`src/logic/cbo_consts.svh`:
```
// constants for the command and bus ownership register pair
// assumes inclusion by bare name from the design
`ifndef CBO_CONSTS_SVH
`define CBO_CONSTS_SVH

// register addresses
`define CBO_ADDR_CMD       8'h00
`define CBO_ADDR_OWN       8'h01

// command register fields
`define CBO_CMD_PD_BIT     7
`define CBO_CMD_RADIO_BIT  6
`define CBO_CMD_CODE_HI    4
`define CBO_CMD_CODE_LO    0

// ownership register fields
`define CBO_OWN_UNLOCK_BIT 7
`define CBO_OWN_HOST_BIT   6
`define CBO_OWN_MOD_BIT    5
`define CBO_OWN_SEL_HI     3
`define CBO_OWN_SEL_LO     2

// reset values and idle command code
`define CBO_CMD_RESET      8'h00
`define CBO_OWN_RESET      8'h00
`define CBO_CODE_IDLE      5'h00
`define CBO_RDATA_ZERO     8'h00

`endif

```
`src/logic/cbo_pkg.sv`:
```
// types for the command and bus ownership register pair
// assumes cbo_consts.svh is on the include path
package cbo_pkg;

  // module interface selection codes
  typedef enum logic [1:0] {
    CBO_IF_OFF    = 2'h0,
    CBO_IF_SPI    = 2'h1,
    CBO_IF_I2C_LS = 2'h2,
    CBO_IF_I2C    = 2'h3
  } cbo_if_sel_t;

  // host register access request
  typedef struct packed {
    logic [7:0] addr;
    logic [7:0] wdata;
    logic       wr;
    logic       rd;
  } cbo_req_t;

  // complete state of the register pair
  typedef struct packed {
    logic [4:0]  cmd_code;
    logic        power_down;
    logic        radio_power_down;
    logic        start;
    logic        unlock_once;
    logic        owner_is_host;
    logic        owner_is_module;
    cbo_if_sel_t module_if_select;
    logic [7:0]  rdata;
    logic        rvalid;
  } cbo_state_t;

endpackage : cbo_pkg

```
`src/logic/cbo_regs.sv`:
```
// command register and host bus ownership register
// assumes a host register port already decoded from the host interface,
// and internal sequencers that report command completion and wake-up
//
// Function
// - top command bit powers whole device down
// - bit six powers down radio only
// - low five bits hold command, write starts
// - code and power-down overwritten by internal logic
// - command register at address 00h, bit5 reserved
// - unlock bit permits next ownership change
// - first following write clears unlock bit
// - bit six set makes host owner
// - bit five set makes module owner
// - both ownership bits never one together
// - ownership change needs prior unlock
// - bits 3..2 select module interface type
// - ownership register at 01h, bits 4,1,0 reserved
`include "cbo_consts.svh"

module cbo_regs
  import cbo_pkg::*;
(
  // clock and reset
  input  wire logic        SYS_CLK_IN,
  input  wire logic        SYS_RST_IN,
  // host register port
  input  wire logic [7:0]  REG_ADDR_IN,
  input  wire logic [7:0]  REG_WDATA_IN,
  input  wire logic        REG_WR_IN,
  input  wire logic        REG_RD_IN,
  output logic      [7:0]  REG_RDATA_OUT,
  output logic             REG_RVALID_OUT,
  // internal sequencer side
  input  wire logic        CMD_DONE_IN,
  input  wire logic        WAKE_IN,
  output logic             CMD_START_OUT,
  output logic      [4:0]  CMD_CODE_OUT,
  // power control
  output logic             POWER_DOWN_OUT,
  output logic             RADIO_POWER_DOWN_OUT,
  // bus ownership and module interface
  output logic             OWNER_IS_HOST_OUT,
  output logic             OWNER_IS_MODULE_OUT,
  output logic      [1:0]  MODULE_IF_SELECT_OUT
);

  // ----------------------------------------------------------------
  // state
  // ----------------------------------------------------------------
  cbo_req_t   req;
  cbo_state_t cur_ff;
  cbo_state_t nxt_ff;
  logic       wr_cmd;
  logic       wr_own;
  logic       ask_host;
  logic       ask_mod;

  // reset images kept whole so each field is cut from a named value
  localparam logic [7:0] cmd_rst_val = `CBO_CMD_RESET;
  localparam logic [7:0] own_rst_val = `CBO_OWN_RESET;

  assign req.addr  = REG_ADDR_IN;
  assign req.wdata = REG_WDATA_IN;
  assign req.wr    = REG_WR_IN;
  assign req.rd    = REG_RD_IN;

  assign wr_cmd   = req.wr && (req.addr == `CBO_ADDR_CMD);
  assign wr_own   = req.wr && (req.addr == `CBO_ADDR_OWN);
  assign ask_host = req.wdata[`CBO_OWN_HOST_BIT];
  assign ask_mod  = req.wdata[`CBO_OWN_MOD_BIT];

  // ----------------------------------------------------------------
  // next state
  // ----------------------------------------------------------------
  always_comb begin
    nxt_ff        = cur_ff;
    nxt_ff.start  = 1'b0;
    nxt_ff.rvalid = req.rd;

    // internal sequencers; a host write in the same cycle wins
    if (CMD_DONE_IN) begin
      nxt_ff.cmd_code = `CBO_CODE_IDLE;
    end
    if (WAKE_IN) begin
      nxt_ff.power_down = 1'b0;
    end

    if (wr_cmd) begin
      nxt_ff.power_down       = req.wdata[`CBO_CMD_PD_BIT];
      nxt_ff.radio_power_down = req.wdata[`CBO_CMD_RADIO_BIT];
      nxt_ff.cmd_code =
        req.wdata[`CBO_CMD_CODE_HI:`CBO_CMD_CODE_LO];
      nxt_ff.start = 1'b1;
    end

    // any write consumes an armed unlock
    if (req.wr && cur_ff.unlock_once) begin
      nxt_ff.unlock_once = 1'b0;
    end

    if (wr_own) begin
      nxt_ff.module_if_select =
        cbo_if_sel_t'(req.wdata[`CBO_OWN_SEL_HI:`CBO_OWN_SEL_LO]);
      if (cur_ff.unlock_once) begin
        // both requested is refused, the old owner stays
        if (!(ask_host && ask_mod)) begin
          nxt_ff.owner_is_host   = ask_host;
          nxt_ff.owner_is_module = ask_mod;
        end
      end else begin
        nxt_ff.unlock_once = req.wdata[`CBO_OWN_UNLOCK_BIT];
      end
    end

    // reads: reserved bits return zero
    nxt_ff.rdata = `CBO_RDATA_ZERO;
    if (req.rd && req.addr == `CBO_ADDR_CMD) begin
      nxt_ff.rdata[`CBO_CMD_PD_BIT]    = cur_ff.power_down;
      nxt_ff.rdata[`CBO_CMD_RADIO_BIT] = cur_ff.radio_power_down;
      nxt_ff.rdata[`CBO_CMD_CODE_HI:`CBO_CMD_CODE_LO] = cur_ff.cmd_code;
    end else if (req.rd && req.addr == `CBO_ADDR_OWN) begin
      nxt_ff.rdata[`CBO_OWN_UNLOCK_BIT] = cur_ff.unlock_once;
      nxt_ff.rdata[`CBO_OWN_HOST_BIT]   = cur_ff.owner_is_host;
      nxt_ff.rdata[`CBO_OWN_MOD_BIT]    = cur_ff.owner_is_module;
      nxt_ff.rdata[`CBO_OWN_SEL_HI:`CBO_OWN_SEL_LO] = cur_ff.module_if_select;
    end
  end

  // ----------------------------------------------------------------
  // registers
  // ----------------------------------------------------------------
  always_ff @(posedge SYS_CLK_IN) begin
    if (SYS_RST_IN) begin
      cur_ff.cmd_code         <= cmd_rst_val[`CBO_CMD_CODE_HI:`CBO_CMD_CODE_LO];
      cur_ff.power_down       <= cmd_rst_val[`CBO_CMD_PD_BIT];
      cur_ff.radio_power_down <= cmd_rst_val[`CBO_CMD_RADIO_BIT];
      cur_ff.start            <= 1'b0;
      cur_ff.unlock_once      <= own_rst_val[`CBO_OWN_UNLOCK_BIT];
      cur_ff.owner_is_host    <= own_rst_val[`CBO_OWN_HOST_BIT];
      cur_ff.owner_is_module  <= own_rst_val[`CBO_OWN_MOD_BIT];
      cur_ff.module_if_select <= cbo_if_sel_t'(own_rst_val[`CBO_OWN_SEL_HI:`CBO_OWN_SEL_LO]);
      cur_ff.rdata            <= `CBO_RDATA_ZERO;
      cur_ff.rvalid           <= 1'b0;
    end else begin
      cur_ff <= nxt_ff;
    end
  end

  // ----------------------------------------------------------------
  // outputs
  // ----------------------------------------------------------------
  assign REG_RDATA_OUT        = cur_ff.rdata;
  assign REG_RVALID_OUT       = cur_ff.rvalid;
  assign CMD_START_OUT        = cur_ff.start;
  assign CMD_CODE_OUT         = cur_ff.cmd_code;
  assign POWER_DOWN_OUT       = cur_ff.power_down;
  assign RADIO_POWER_DOWN_OUT = cur_ff.radio_power_down;
  assign OWNER_IS_HOST_OUT    = cur_ff.owner_is_host;
  assign OWNER_IS_MODULE_OUT  = cur_ff.owner_is_module;
  assign MODULE_IF_SELECT_OUT = cur_ff.module_if_select;
endmodule : cbo_regs

```
`config.mk`:
```
export PLATFORM = sky130hd
export DESIGN_NAME = cbo_regs
export DESIGN_NICKNAME = d
export VERILOG_FILES = /design/src/logic/cbo_pkg.sv /design/src/logic/cbo_regs.sv
export VERILOG_INCLUDE_DIRS = /design/src /design/src/logic
export SDC_FILE = /design/constraint.sdc
export NUM_CORES = 1
export LEC_CHECK = 0
export BUFFER_PORTS_ARGS = -buffer_cell sky130_fd_sc_hd__buf_2
export CAP_MARGIN = 20
export CORE_MARGIN = 5
export CORE_UTILIZATION = 50
export DETAILED_ROUTE_END_ITERATION = 8
export PLACE_DENSITY_LB_ADDON = 0.25
export SLEW_MARGIN = 25
export SYNTH_ARGS = -nofsm -noshare
export SYNTH_HDL_FRONTEND = slang
export SYNTH_SLANG_ARGS = --single-unit
```
`constraint.sdc`:
```
create_clock -name SYS_CLK_IN -period 2.85 [get_ports SYS_CLK_IN]
set_input_delay 0.7125 -clock SYS_CLK_IN [delete_from_list [all_inputs] [get_ports SYS_CLK_IN]]
set_output_delay 0.7125 -clock SYS_CLK_IN [all_outputs]
set_load 0.1 [all_outputs]
```
---- Word level (Yosys, flattened, before mapping) ----
Cells that the tools add are included.
operators by class
  equality and inequality tests ........... 1
  multiplexer cells ....................... 12
  bitwise logic cells ..................... 3
  reduce and logical (&&, ||, !) cells .... 12
operator list
  kind                count
  $mux 2              5
  $mux 5              2
  $eq 8x1->1 const B  1
  $logic_not 8->1     1
  $mux 8              1
  $logic_and 1x1->1   6
  $reduce_bool 2->1   2
  $mux 1              3
  $mux 3              1
  $not 1->1           3
  $reduce_and 3->1    1
  $reduce_or 3->1     1
  $reduce_or 2->1     1
word-level totals
  register bits ........................... 22
  input port bits ......................... 22
  output and inout port bits .............. 21
  word-level logic and storage cells ...... 40

---- Depth between registers and ports, before layout ----
Gate-level depths: netlist of run 1.
  word-level depth ........................ 4
  gate-level depth with buffers ........... 4
  gate-level depth less buffers ........... 3

---- Least setup slack after synthesis of run 1 ----
No wires, ideal clock.
  path type ............................... input-to-reg
  start ................................... input REG_ADDR_IN[5]
  end ..................................... register cur_ff, in the netlist CMD_CODE_OUT[0]
  arrival time ............................ 1897 ps
  setup slack ............................. 882 ps
  stages on the path ...................... 4
  buffers on the path ..................... 1
  cells stage by stage .................... or4_4 > buf_6 > nor3_4 > mux2i_1
between the ends
  longest elaborated chain between the ends .. 3
  elaborated cells between the ends (all ways) .. 4
  classes of those cells .................. 1 x mux; 3 x reduce/logical
ends and longest elaborated chain
  element                                             RTL line         source
  start: declaration                                  cbo_regs.sv:28   input wire logic [7:0] REG_ADDR_IN,
  $logic_not 8->1 (no line) (*)                       --
  $logic_and 1x1->1 (*)                               cbo_regs.sv:68   assign wr_cmd = req.wr && (req.addr == `CBO_ADDR_CMD);
  $mux 8 / $reduce_bool 2->1 (equally long branches)  --
  end signal: assignment                              cbo_regs.sv:146  cur_ff <= nxt_ff;
  end: declaration                                    cbo_regs.sv:52   cbo_state_t cur_ff;
Every way passes the cells marked *; elsewhere a longest branch is shown, timed or not.
A chain may end at the register's enable or synchronous reset.

==> out/metrics.csv, run 1 <==
metric;value;unit
status;completed;
startpoint_type;input port;
ys_top_cells_by_area;dfxtp_1 43%, buf_4 11%, mux2i_1 7.7%;
slew_violations;0;
cts_hold_buf;0;
crit_type;in2reg;
ir_drop;0.000222;V
die_x;55.5;um
grt_overflow_total;0;
tightest_slew;0.797;ns
worst-path-max-fanout;22;
cp_data_required_time;3.10;ns
core;1960;um2
synth-seq-cells;22;
skew;0.000889;ns
leakagePower;0.525;nW
fin_area;1160;um2
slew_headroom;0.461;
ant_nets;0;
place_hpwl;1600;um
syn2layout_area_growth;12.7;%
seqCellArea;440;um2
swShare;0.234;
drcViolationCount;0;
syn-cell-area;1030;um2
clock_latency;0.30;ns
fmax;526;MHz
syn_nets;118;
end_kind;register;
rows;16;
post_cts_buffers;0;
antenna_cells;0;
hold_class;reg2reg;
clk_pin_slew;0.11;ns
dpl_cell_area;1140;um2
clockRootBuffer;clkbuf_4;
drv_cap;0;
yosys.area.top_type;dfxtp_1;
p_clk_frac;0.278;
start_util;0.527;
boundaryPins;43;
power_density;420;nW/um2
arrival;2.15;ns
avgSynthCellArea;10.8;um2
dieArea;3080;um2
antenna_found_initial;0;
drtIter0Drc;9;
cts_resized;0;
combPwrFrac;0.091;
grt_max_degree;23;
setup_viol;0;
synthCells;96;
grt_pass1_wl;3370;um
p_switching;0.114;mW
clockBufferDepth;2;
final_nets;146;
gp_congestion;0.778;
avgViaCountPerCell;5.20;
synth_top_cell_area_share;0.426;
die_h;55.5;um
period_share;0.667;
numCtsBuffers;3;
grtUsageTotal;0.137;
cts.sinks;22;
firstDrtPassIters;4;
seq_power_share;0.630;
tns;0;ns
drive_gt1_frac;0.459;
p_int;0.375;mW
avgRoutedWirePerCell;13.8;um
yosysSeqAreaShare;0.426;
num_vias;775;
rsz0062_at_grt;no;
ys_types;28;
grt_pass1_vias;731;
ys_warn_count;0;
cts_tree;done;
min_period;1.90;ns
n_fill_cell;186;
io_buffers;42;
cts_max_level;1;
multiInputGateArea;450;um2
hold_violations;0;
routed_wl;2060;um
[cells in the final DEF (no fill, tap or decap), types with 2 or more instances in the layout]
cell type	netlist	final
buf_2	0	42
dfxtp_1	22	22
nor4_4	2	2
mux2i_1	8	8
nand2b_1	8	8
nor4_1	2	2
a22o_1	4	4
inv_1	2	2
a31oi_1	2	2
clkbuf_4	0	3
or3b_2	6	6
and2_1	4	4
nor3_1	2	2
nand3b_1	2	2
[routing by layer]
layer / global-route usage / wire (um) / up-vias
met3: 0.0536 / 182 / 4
li1: - / - / 385
met2: 0.199 / 913 / 31
met1: 0.176 / 940 / 355
met5: 0 / 0 / -
met4: 0.0625 / 25 / 0
[synthesized netlist by cell type (all sizes together)]
master  number
nand3b       2
buf         16
dfxtp       22
o31ai        1
mux2i        8
and2         4
a22o         4
and3b        1
nand3        1
o32ai        1
nor4         4
o21a         1
clkbuf       3
nor3         3
or3b         6
inv          2
or4          1
nand2b       8
a21oi        1
nor4b        1
nor2b        1
a31oi        2
nand4        1
or4b         2
[area by class of cell]
type / count / share of cell area
sequential: 22 / 0.378
inverter: 2 / 0.00644
timing repair buffer: 42 / 0.180
tap: 27 / 0.0290
multi-input combinational: 53 / 0.387
clock buffer: 3 / 0.0193
[stage by stage]
step | power (mW) | instances | hold slack [ns] | setup slack [ns] | util
after detailed placement | 0.360 | 146 | 0.463 | 0.619 | 0.582
after floorplan | 0.340 | 96 | 0.446 | 0.882 | -
after global placement | 0.359 | 146 | 0.450 | 0.633 | 0.582
after global routing | 0.508 | 149 | 0.513 | 0.849 | 0.594
after CTS | 0.495 | 149 | 0.490 | 0.934 | 0.594
final | 0.490 | 149 | 0.485 | 0.949 | 0.594
[cell families after synthesis]
family,Yosys count,share of synthesized area
DFF,22,0.426
AOI/OAI and AO/OA,10,0.0738
muxes,8,0.0775
and+or+nand+nor,35,0.285
buffers and inverters,21,0.138
[final timing paths]
path,startpoint,slack [ns],end,cells after the start
worst max register to register,POWER_DOWN_OUT,1.82,POWER_DOWN_OUT,2
worst min-delay path,CMD_CODE_OUT[0],0.48,REG_RDATA_OUT[0],1
worst min register to register,CMD_CODE_OUT[0],0.48,REG_RDATA_OUT[0],1
worst max-delay path,SYS_RST_IN,0.95,REG_RDATA_OUT[3],4
[worst max-delay path: stages]
cell	delay (ns)
buf_2	0.21
or4b_1	0.67
nor4_4	0.35
a22o_1	0.20
[state kept, by name, summed over array words and instances (netlist names)]
register	cells
POWER_DOWN_OUT	1
cur_ff	1
REG_RVALID_OUT	1
CMD_START_OUT	1
RADIO_POWER_DOWN_OUT	1
OWNER_IS_MODULE_OUT	1
CMD_CODE_OUT	5
MODULE_IF_SELECT_OUT	2
REG_RDATA_OUT	8
OWNER_IS_HOST_OUT	1
[power groups by stage]
stage,Combinational [mW],Sequential [mW],Clock (mW)
3_3_place_gp,0.0432,0.315,0
2_1_floorplan,0.0183,0.321,0
6_report,0.0448,0.308,0.136
4_1_cts,0.0447,0.309,0.142
5_1_grt,0.0484,0.309,0.151
3_5_place_dp,0.0444,0.315,0
(Power assumes the default switching activity.)
==> run 2, diff against run 1 <==
--- a/config.mk
+++ b/config.mk
@@ -6,10 +6,11 @@
 export SDC_FILE = /design/constraint.sdc
 export NUM_CORES = 1
 export LEC_CHECK = 0
+export ABC_AREA = 1
 export BUFFER_PORTS_ARGS = -buffer_cell sky130_fd_sc_hd__buf_2
 export CAP_MARGIN = 20
 export CORE_MARGIN = 5
-export CORE_UTILIZATION = 50
+export CORE_UTILIZATION = 43
 export DETAILED_ROUTE_END_ITERATION = 8
 export PLACE_DENSITY_LB_ADDON = 0.25
 export SLEW_MARGIN = 25
==> constraint.sdc (replaced) <==
create_clock -name SYS_CLK_IN -period 1.6 [get_ports SYS_CLK_IN]
set_input_delay 0.4 -clock SYS_CLK_IN [delete_from_list [all_inputs] [get_ports SYS_CLK_IN]]
set_output_delay 0.4 -clock SYS_CLK_IN [all_outputs]
set_load 0.1 [all_outputs]
==> run 2 against run 1 <==
Effect of this change: register-to-register slack worse by 1.2 ns; power grew 120%; clock power grew to 3.2 times the previous value; via count grew 24%; combinational power is 100% higher; critical endpoint is now POWER_DOWN_OUT; largest cell class unchanged; highest routed layer unchanged.
==> out/metrics.csv, run 2 <==
metric;value;unit;change
ys_top_cells_by_count;24 x nand2_1, 24 x nor2_1, 22 x dfxtp_1;;
drcViolationCount;0;;unchanged
ys_types;23;;-18%
ys_top_cells_by_area;dfxtp_1 40%, buf_4 10%, nand2_1 8.1%;;
routed.top_layer;met4;;
end_kind;output pin;;
io_buffers;42;;unchanged
place_hpwl;1840;um;+15%
setup_viol;0;;unchanged
slew_violations;0;;unchanged
status;completed;;
antenna_found_initial;0;;unchanged
leakagePower;0.690;nW;+31%
clock_latency;0.32;ns;+0.02 ns
clk_pin_slew;0.13;ns;+0.02 ns
rsz0062_at_grt;no;;
die_x;60.8;um;+9.7%
hold_class;in2reg;;
synth-seq-cells;22;;unchanged
numCtsBuffers;3;;unchanged
worstReg2RegStart;cur_ff[13];;
max_stage_delay;0.45;ns;-0.22 ns
synth_top_cell_area_share;0.396;;-0.0298
grt_overflow_total;0;;unchanged
crit_cells;1;;-3
cts.sinks;22;;unchanged
cp_data_required_time;1.20;ns;-1.90 ns
hold_depth;2;;+1
tightest_slew;0.487;ns;-0.310 ns
final_cells;208;;+40%
num_vias;964;;+24%
combPwrFrac;0.086;;-0.005
firstDrtPassIters;4;;unchanged
yosys.area.top_type;dfxtp_1;;
holdPathEnd;cur_ff[13];;
ys_warn_count;0;;unchanged
reg2regPathDepth;6;;+4
ff2ff_setup_slack;0.62;ns;-1.20 ns
hold_violations;0;;unchanged
crit_type;reg2out;;
startpoint_type;register;;
fmax;639;MHz;
clockRootBuffer;clkbuf_4;;
power_density;835;nW/um2;+99%
r2r_end;OWNER_IS_MODULE_OUT;;
seqCellArea;440;um2;unchanged
cp-startpoint;POWER_DOWN_OUT;;
met1_length;1030;um;+9.3%
final_cell_mix;41 x buf_2, 24 x nor2_1, 24 x nand2_1;;
grtUsageTotal;0.128;;-0.00907
cts_max_level;1;;unchanged
drtIter0Drc;24;;+15
grt_pass1_vias;842;;+15%
p_switching;0.238;mW;+110%
fin_util;0.518;;-0.0756
drive_gt1_frac;0.343;;-0.116
period_share;0.978;;
cp_num_buf_inv;1;;unchanged
yosysSeqAreaShare;0.396;;-0.0298
avgRoutedWirePerCell;11.1;um;-20%
ir_drop;0.000495;V;+120%
crit_chain;buf_2;;
wl_met2;1030;um;+12%
skew;0.00353;ns;+0.00264 ns
p_clk_frac;0.402;;+0.124
worst-path-max-fanout;3;;-86%
async_flop_share;0;;unchanged
avgSynthCellArea;7.46;um2;-31%
min_period;1.56;ns;
start_util;0.448;;-0.0783
tns;0;ns;unchanged
clockBufferDepth;2;;unchanged
yosys_most_used_dff;dfxtp_1;;
gp_congestion;0.836;;+7.4%
seq_power_share;0.513;;-0.117
dp_cells;204;;+40%
syn-cell-area;1110;um2;+7.5%
cts_hold_buf;0;;unchanged
synth_edf_count;0;;unchanged
grt_pass1_wl;3490;um;+3.5%
syn2layout_area_growth;15.5;%;
grt_max_degree;17;;-26%
cpMaxStageDelayCell;buf_2;;
finalWorstSetupSlack;0.0355;ns;-0.913 ns
crit_family;buffers and inverters;;
boundaryPins;43;;unchanged
drv_cap;0;;unchanged
syn_nets;171;;+45%
final_nets;201;;+38%
rows;18;;+2
antenna_cells;0;;unchanged
synthCells;149;;+55%
ant_nets;0;;unchanged
swShare;0.222;;-0.0116
pre_cts_slack;0.207;ns;-0.411 ns
whs;0.319;ns;-0.166 ns
dieArea;3700;um2;+20%
multiInputGateArea;458;um2;+1.7%
routed_wl;2300;um;+12%
hp-start;SYS_RST_IN;;
n_fill_cell;254;;+37%
die_h;60.8;um;+9.7%
cts_tree;done;;
core;2480;um2;+26%
slew_headroom;0.677;;+0.217
largest_reg_flops;8;;unchanged
final_common_cell;buf_2;;
p_int;0.834;mW;+120%
arrival;1.16;ns;-0.99 ns
avgViaCountPerCell;4.63;;-11%
wl_met3;205;um;+13%
-- run 2: power groups by stage --
stage               registers (mW)  clock network [mW]  logic [mW]
detailed placement           0.562                   0      0.0915
floorplan                    0.573                   0      0.0380
CTS                          0.550               0.437      0.0920
finish                       0.550               0.431      0.0918
global placement             0.562                   0      0.0901
global route                 0.550               0.455       0.102
-- run 2: metal layers --
metal  GRT usage  vias to the layer above
met5           0                        -
met4      0.0650                        0
met3      0.0383                        5
met2       0.202                       26
met1       0.157                      424
li1            -                      509
-- run 2: layout make-up --
class	count	share of cell area
Clock buffer	3	0.0175
Clock inverter	1	0.0234
Inverter	20	0.0585
Multi-Input combinational cell	89	0.357
Sequential cell	22	0.343
Tap cell	30	0.0292
Timing Repair Buffer	43	0.172
-- run 2: worst register-to-register path, stage by stage, from the launching register on --
cell and delay [ns]:
dfxtp_1 0.40, nand2_1 0.07, nor2_1 0.10, nand3_1 0.14
nand2_1 0.09, nand2_1 0.04, nor2_1 0.08
-- run 2: metrics by stage --
stage	cell area, um2	power [mW]
final	1280	1.07
after global routing	1280	1.11
after CTS	1280	1.08
after detailed placement	1230	0.654
after global placement	1230	0.652
after floorplan	1110	0.611
-- run 2: worst max-delay path by stage --
| stage | to | slack [ns] |
|---|---|---|
| 6_report | POWER_DOWN_OUT | 0.04 |
| 5_1_grt | POWER_DOWN_OUT | 0.006 |
| 4_1_cts | CMD_CODE_OUT[3] | 0.02 |
| 3_5_place_dp | CMD_CODE_OUT[3] | 0.21 |
| 3_3_place_gp | CMD_CODE_OUT[3] | 0.24 |
| 2_1_floorplan | REG_RDATA_OUT[6] | 0.25 |
-- run 2: logic make-up (layout without fill, tap and decap cells) --
family | count (synthesis) | in the layout | share of synthesized area
buffers and inverters | 38 | 67 | 0.191
DFF | 22 | 22 | 0.396
AOI/OAI and AO/OA | 11 | 11 | 0.0529
and+or+nand+nor | 78 | 78 | 0.359
-- run 2: repair_timing --
action | CTS | global route
resized for setup | 0 | 1
endpoints found under the setup margin | 0 | 1
buffers inserted | 0 | 0
==> run 3, diff against run 2 <==
==> constraint.sdc (replaced) <==
create_clock -name SYS_CLK_IN -period 1.6 [get_ports SYS_CLK_IN]
set_input_delay 0.4 -clock SYS_CLK_IN [delete_from_list [all_inputs] [get_ports SYS_CLK_IN]]
set_output_delay 0.4 -clock SYS_CLK_IN [all_outputs]
set_load 0.01 [all_outputs]
==> run 3 against run 2 <==
Effect of this change: wire length hardly changed; sequential share of layout area is 0.067 points higher; register-to-register slack about the same; critical path depth unchanged; utilization fell by 0.10 points; count of clock-buffer cells in the layout stayed put; cell count stayed put; global-route usage unchanged; clock power hardly changed; power is 1.1% lower; flip-flop and latch count is the same; worst setup slack better by 0.29 ns; highest routed layer unchanged.
==> out/metrics.csv, run 3 (synthesized netlist as in run 2, its figures left out) <==
metric;value;unit;change
final_common_cell;buf_2;;
crit_type;reg2out;;
end_kind;output pin;;
clock_latency;0.32;ns;about the same
io_buffers;42;;unchanged
firstDrtPassIters;4;;unchanged
arrival;0.87;ns;-0.29 ns
grt-busiest-layer;met2;;
hold_violations;0;;unchanged
rsz0062_at_grt;no;;
status;completed;;
die_h;60.8;um;unchanged
slew_violations;0;;unchanged
period_share;0.797;;-0.181
start_util;0.448;;unchanged
post_cts_buffers;0;;unchanged
power_density;828;nW/um2;-0.87%
drcViolationCount;0;;unchanged
power;1.06;mW;-1.1%
drv_cap;0;;unchanged
met3_usage;0.0383;;unchanged
clk_pin_slew;0.13;ns;about the same
antenna_cells;0;;unchanged
place_hpwl;1840;um;unchanged
setup_viol;0;;unchanged
combPwrFrac;0.076;;-0.010
cts_resized;0;;unchanged
whs;0.319;ns;unchanged
final_cell_mix;42 x buf_2, 24 x nor2_1, 24 x nand2_1;;
hold_class;in2reg;;
drtIter0Drc;24;;unchanged
clockBufferDepth;2;;unchanged
largest_reg_flops;8;;unchanged
numCtsBuffers;3;;unchanged
ant_nets;0;;unchanged
die_x;60.8;um;unchanged
seq_power_share;0.518;;+0.005
avgViaCountPerCell;4.63;;unchanged
syn2layout_area_growth;15.3;%;
antenna_found_initial;0;;unchanged
ir_drop;0.000494;V;about the same
grt_overflow_total;0;;unchanged
core;2480;um2;unchanged
cp_num_buf_inv;1;;unchanged
finalWorstSetupSlack;0.325;ns;+0.290 ns
worst-path-max-fanout;3;;unchanged
routed_wl;2300;um;about the same
grt_pass1_wl;3490;um;unchanged
cts_hold_buf;0;;unchanged
max_stage_delay;0.40;ns;-0.05 ns
grtUsageTotal;0.128;;unchanged
skew;0.00353;ns;unchanged
dieArea;3700;um2;unchanged
startpoint_type;register;;
leakagePower;0.691;nW;+0.10%
rows;18;;unchanged
cts_tree;done;;
drive_gt1_frac;0.343;;unchanged
p_switching;0.227;mW;-4.8%
final_nets;201;;unchanged
tightest_slew;0.268;ns;-0.219 ns
grt_pass1_vias;842;;unchanged
gp_congestion;0.836;;unchanged
p_clk_frac;0.406;;+0.004
cpMaxStageDelayCell;dfxtp_1;;
fmax;784;MHz;+23%
num_vias;964;;unchanged
p_int;0.834;mW;about the same
min_period;1.27;ns;-0.290 ns
crit_chain;buf_2;;
tns;0;ns;unchanged
boundaryPins;43;;unchanged
use_met1;0.157;;unchanged
slew_headroom;0.821;;+0.144
pre_cts_slack;0.207;ns;unchanged
grt_max_degree;17;;unchanged
crit_family;flip-flops;;
clockRootBuffer;clkbuf_4;;
swShare;0.214;;-0.00836
cts.sinks;22;;unchanged
grt_use_met2;0.202;;unchanged
cts_max_level;1;;unchanged
n_fill_cell;255;;+0.39%
cp_data_required_time;1.20;ns;about the same
avgRoutedWirePerCell;11.0;um;about the same
==> run 3: changes by cell type in the layout (fill, tap and decap cells not counted), sizes merged <==
cell    change
buf         +1
clkbuf      -1
==> run 3: area by class of cell <==
class,count,area [um2],area share
tap,30,37.5,0.0293
multi-input combinational,89,458,0.357
sequential,22,440,0.344
clock buffer,3,22.5,0.0176
inverter,20,75.1,0.0586
timing repair buffer,43,218,0.170
clock inverter,1,30.0,0.0234
==> run 3: per-stage QoR <==
| step | util | instance area, um2 | instances |
|---|---|---|---|
| CTS | 0.517 | 1280 | 208 |
| floorplan | - | 1110 | 149 |
| finish | 0.517 | 1280 | 208 |
| global placement | 0.496 | 1230 | 204 |
| global route | 0.517 | 1280 | 208 |
| detailed placement | 0.496 | 1230 | 204 |
==> run 3: final timing paths <==
kind | slack (ns) | from | end | depth (start not counted)
worst max register to register | 0.62 | cur_ff[13] | OWNER_IS_MODULE_OUT | 6
worst min-delay path | 0.32 | SYS_RST_IN | cur_ff[13] | 2
worst min register to register | 0.46 | CMD_CODE_OUT[4] | REG_RDATA_OUT[4] | 2
worst max-delay path | 0.33 | CMD_CODE_OUT[3] | CMD_CODE_OUT[3] | 1
==> run 3: worst reg2reg max path: cells and delay by family, from the launching register on <==
family	cells	cell delay, ns
flops	1	0.40
simple gates	6	0.52
==> run 3: routing by layer <==
layer,up-vias,routed length [um],part of all wire
met4,0,38,0.017
li1,509,-,-
met3,5,205,0.089
met2,26,1030,0.45
met1,424,1030,0.45
met5,-,0,0
==> run 3: power groups by stage <==
| stage | Sequential, mW | Combinational, mW | Clock (mW) |
|---|---|---|---|
| after floorplan | 0.563 | 0.0365 | 0 |
| after detailed placement | 0.562 | 0.0801 | 0 |
| after global routing | 0.550 | 0.0904 | 0.455 |
| after global placement | 0.562 | 0.0788 | 0 |
| after CTS | 0.550 | 0.0806 | 0.437 |
| final | 0.550 | 0.0804 | 0.431 |
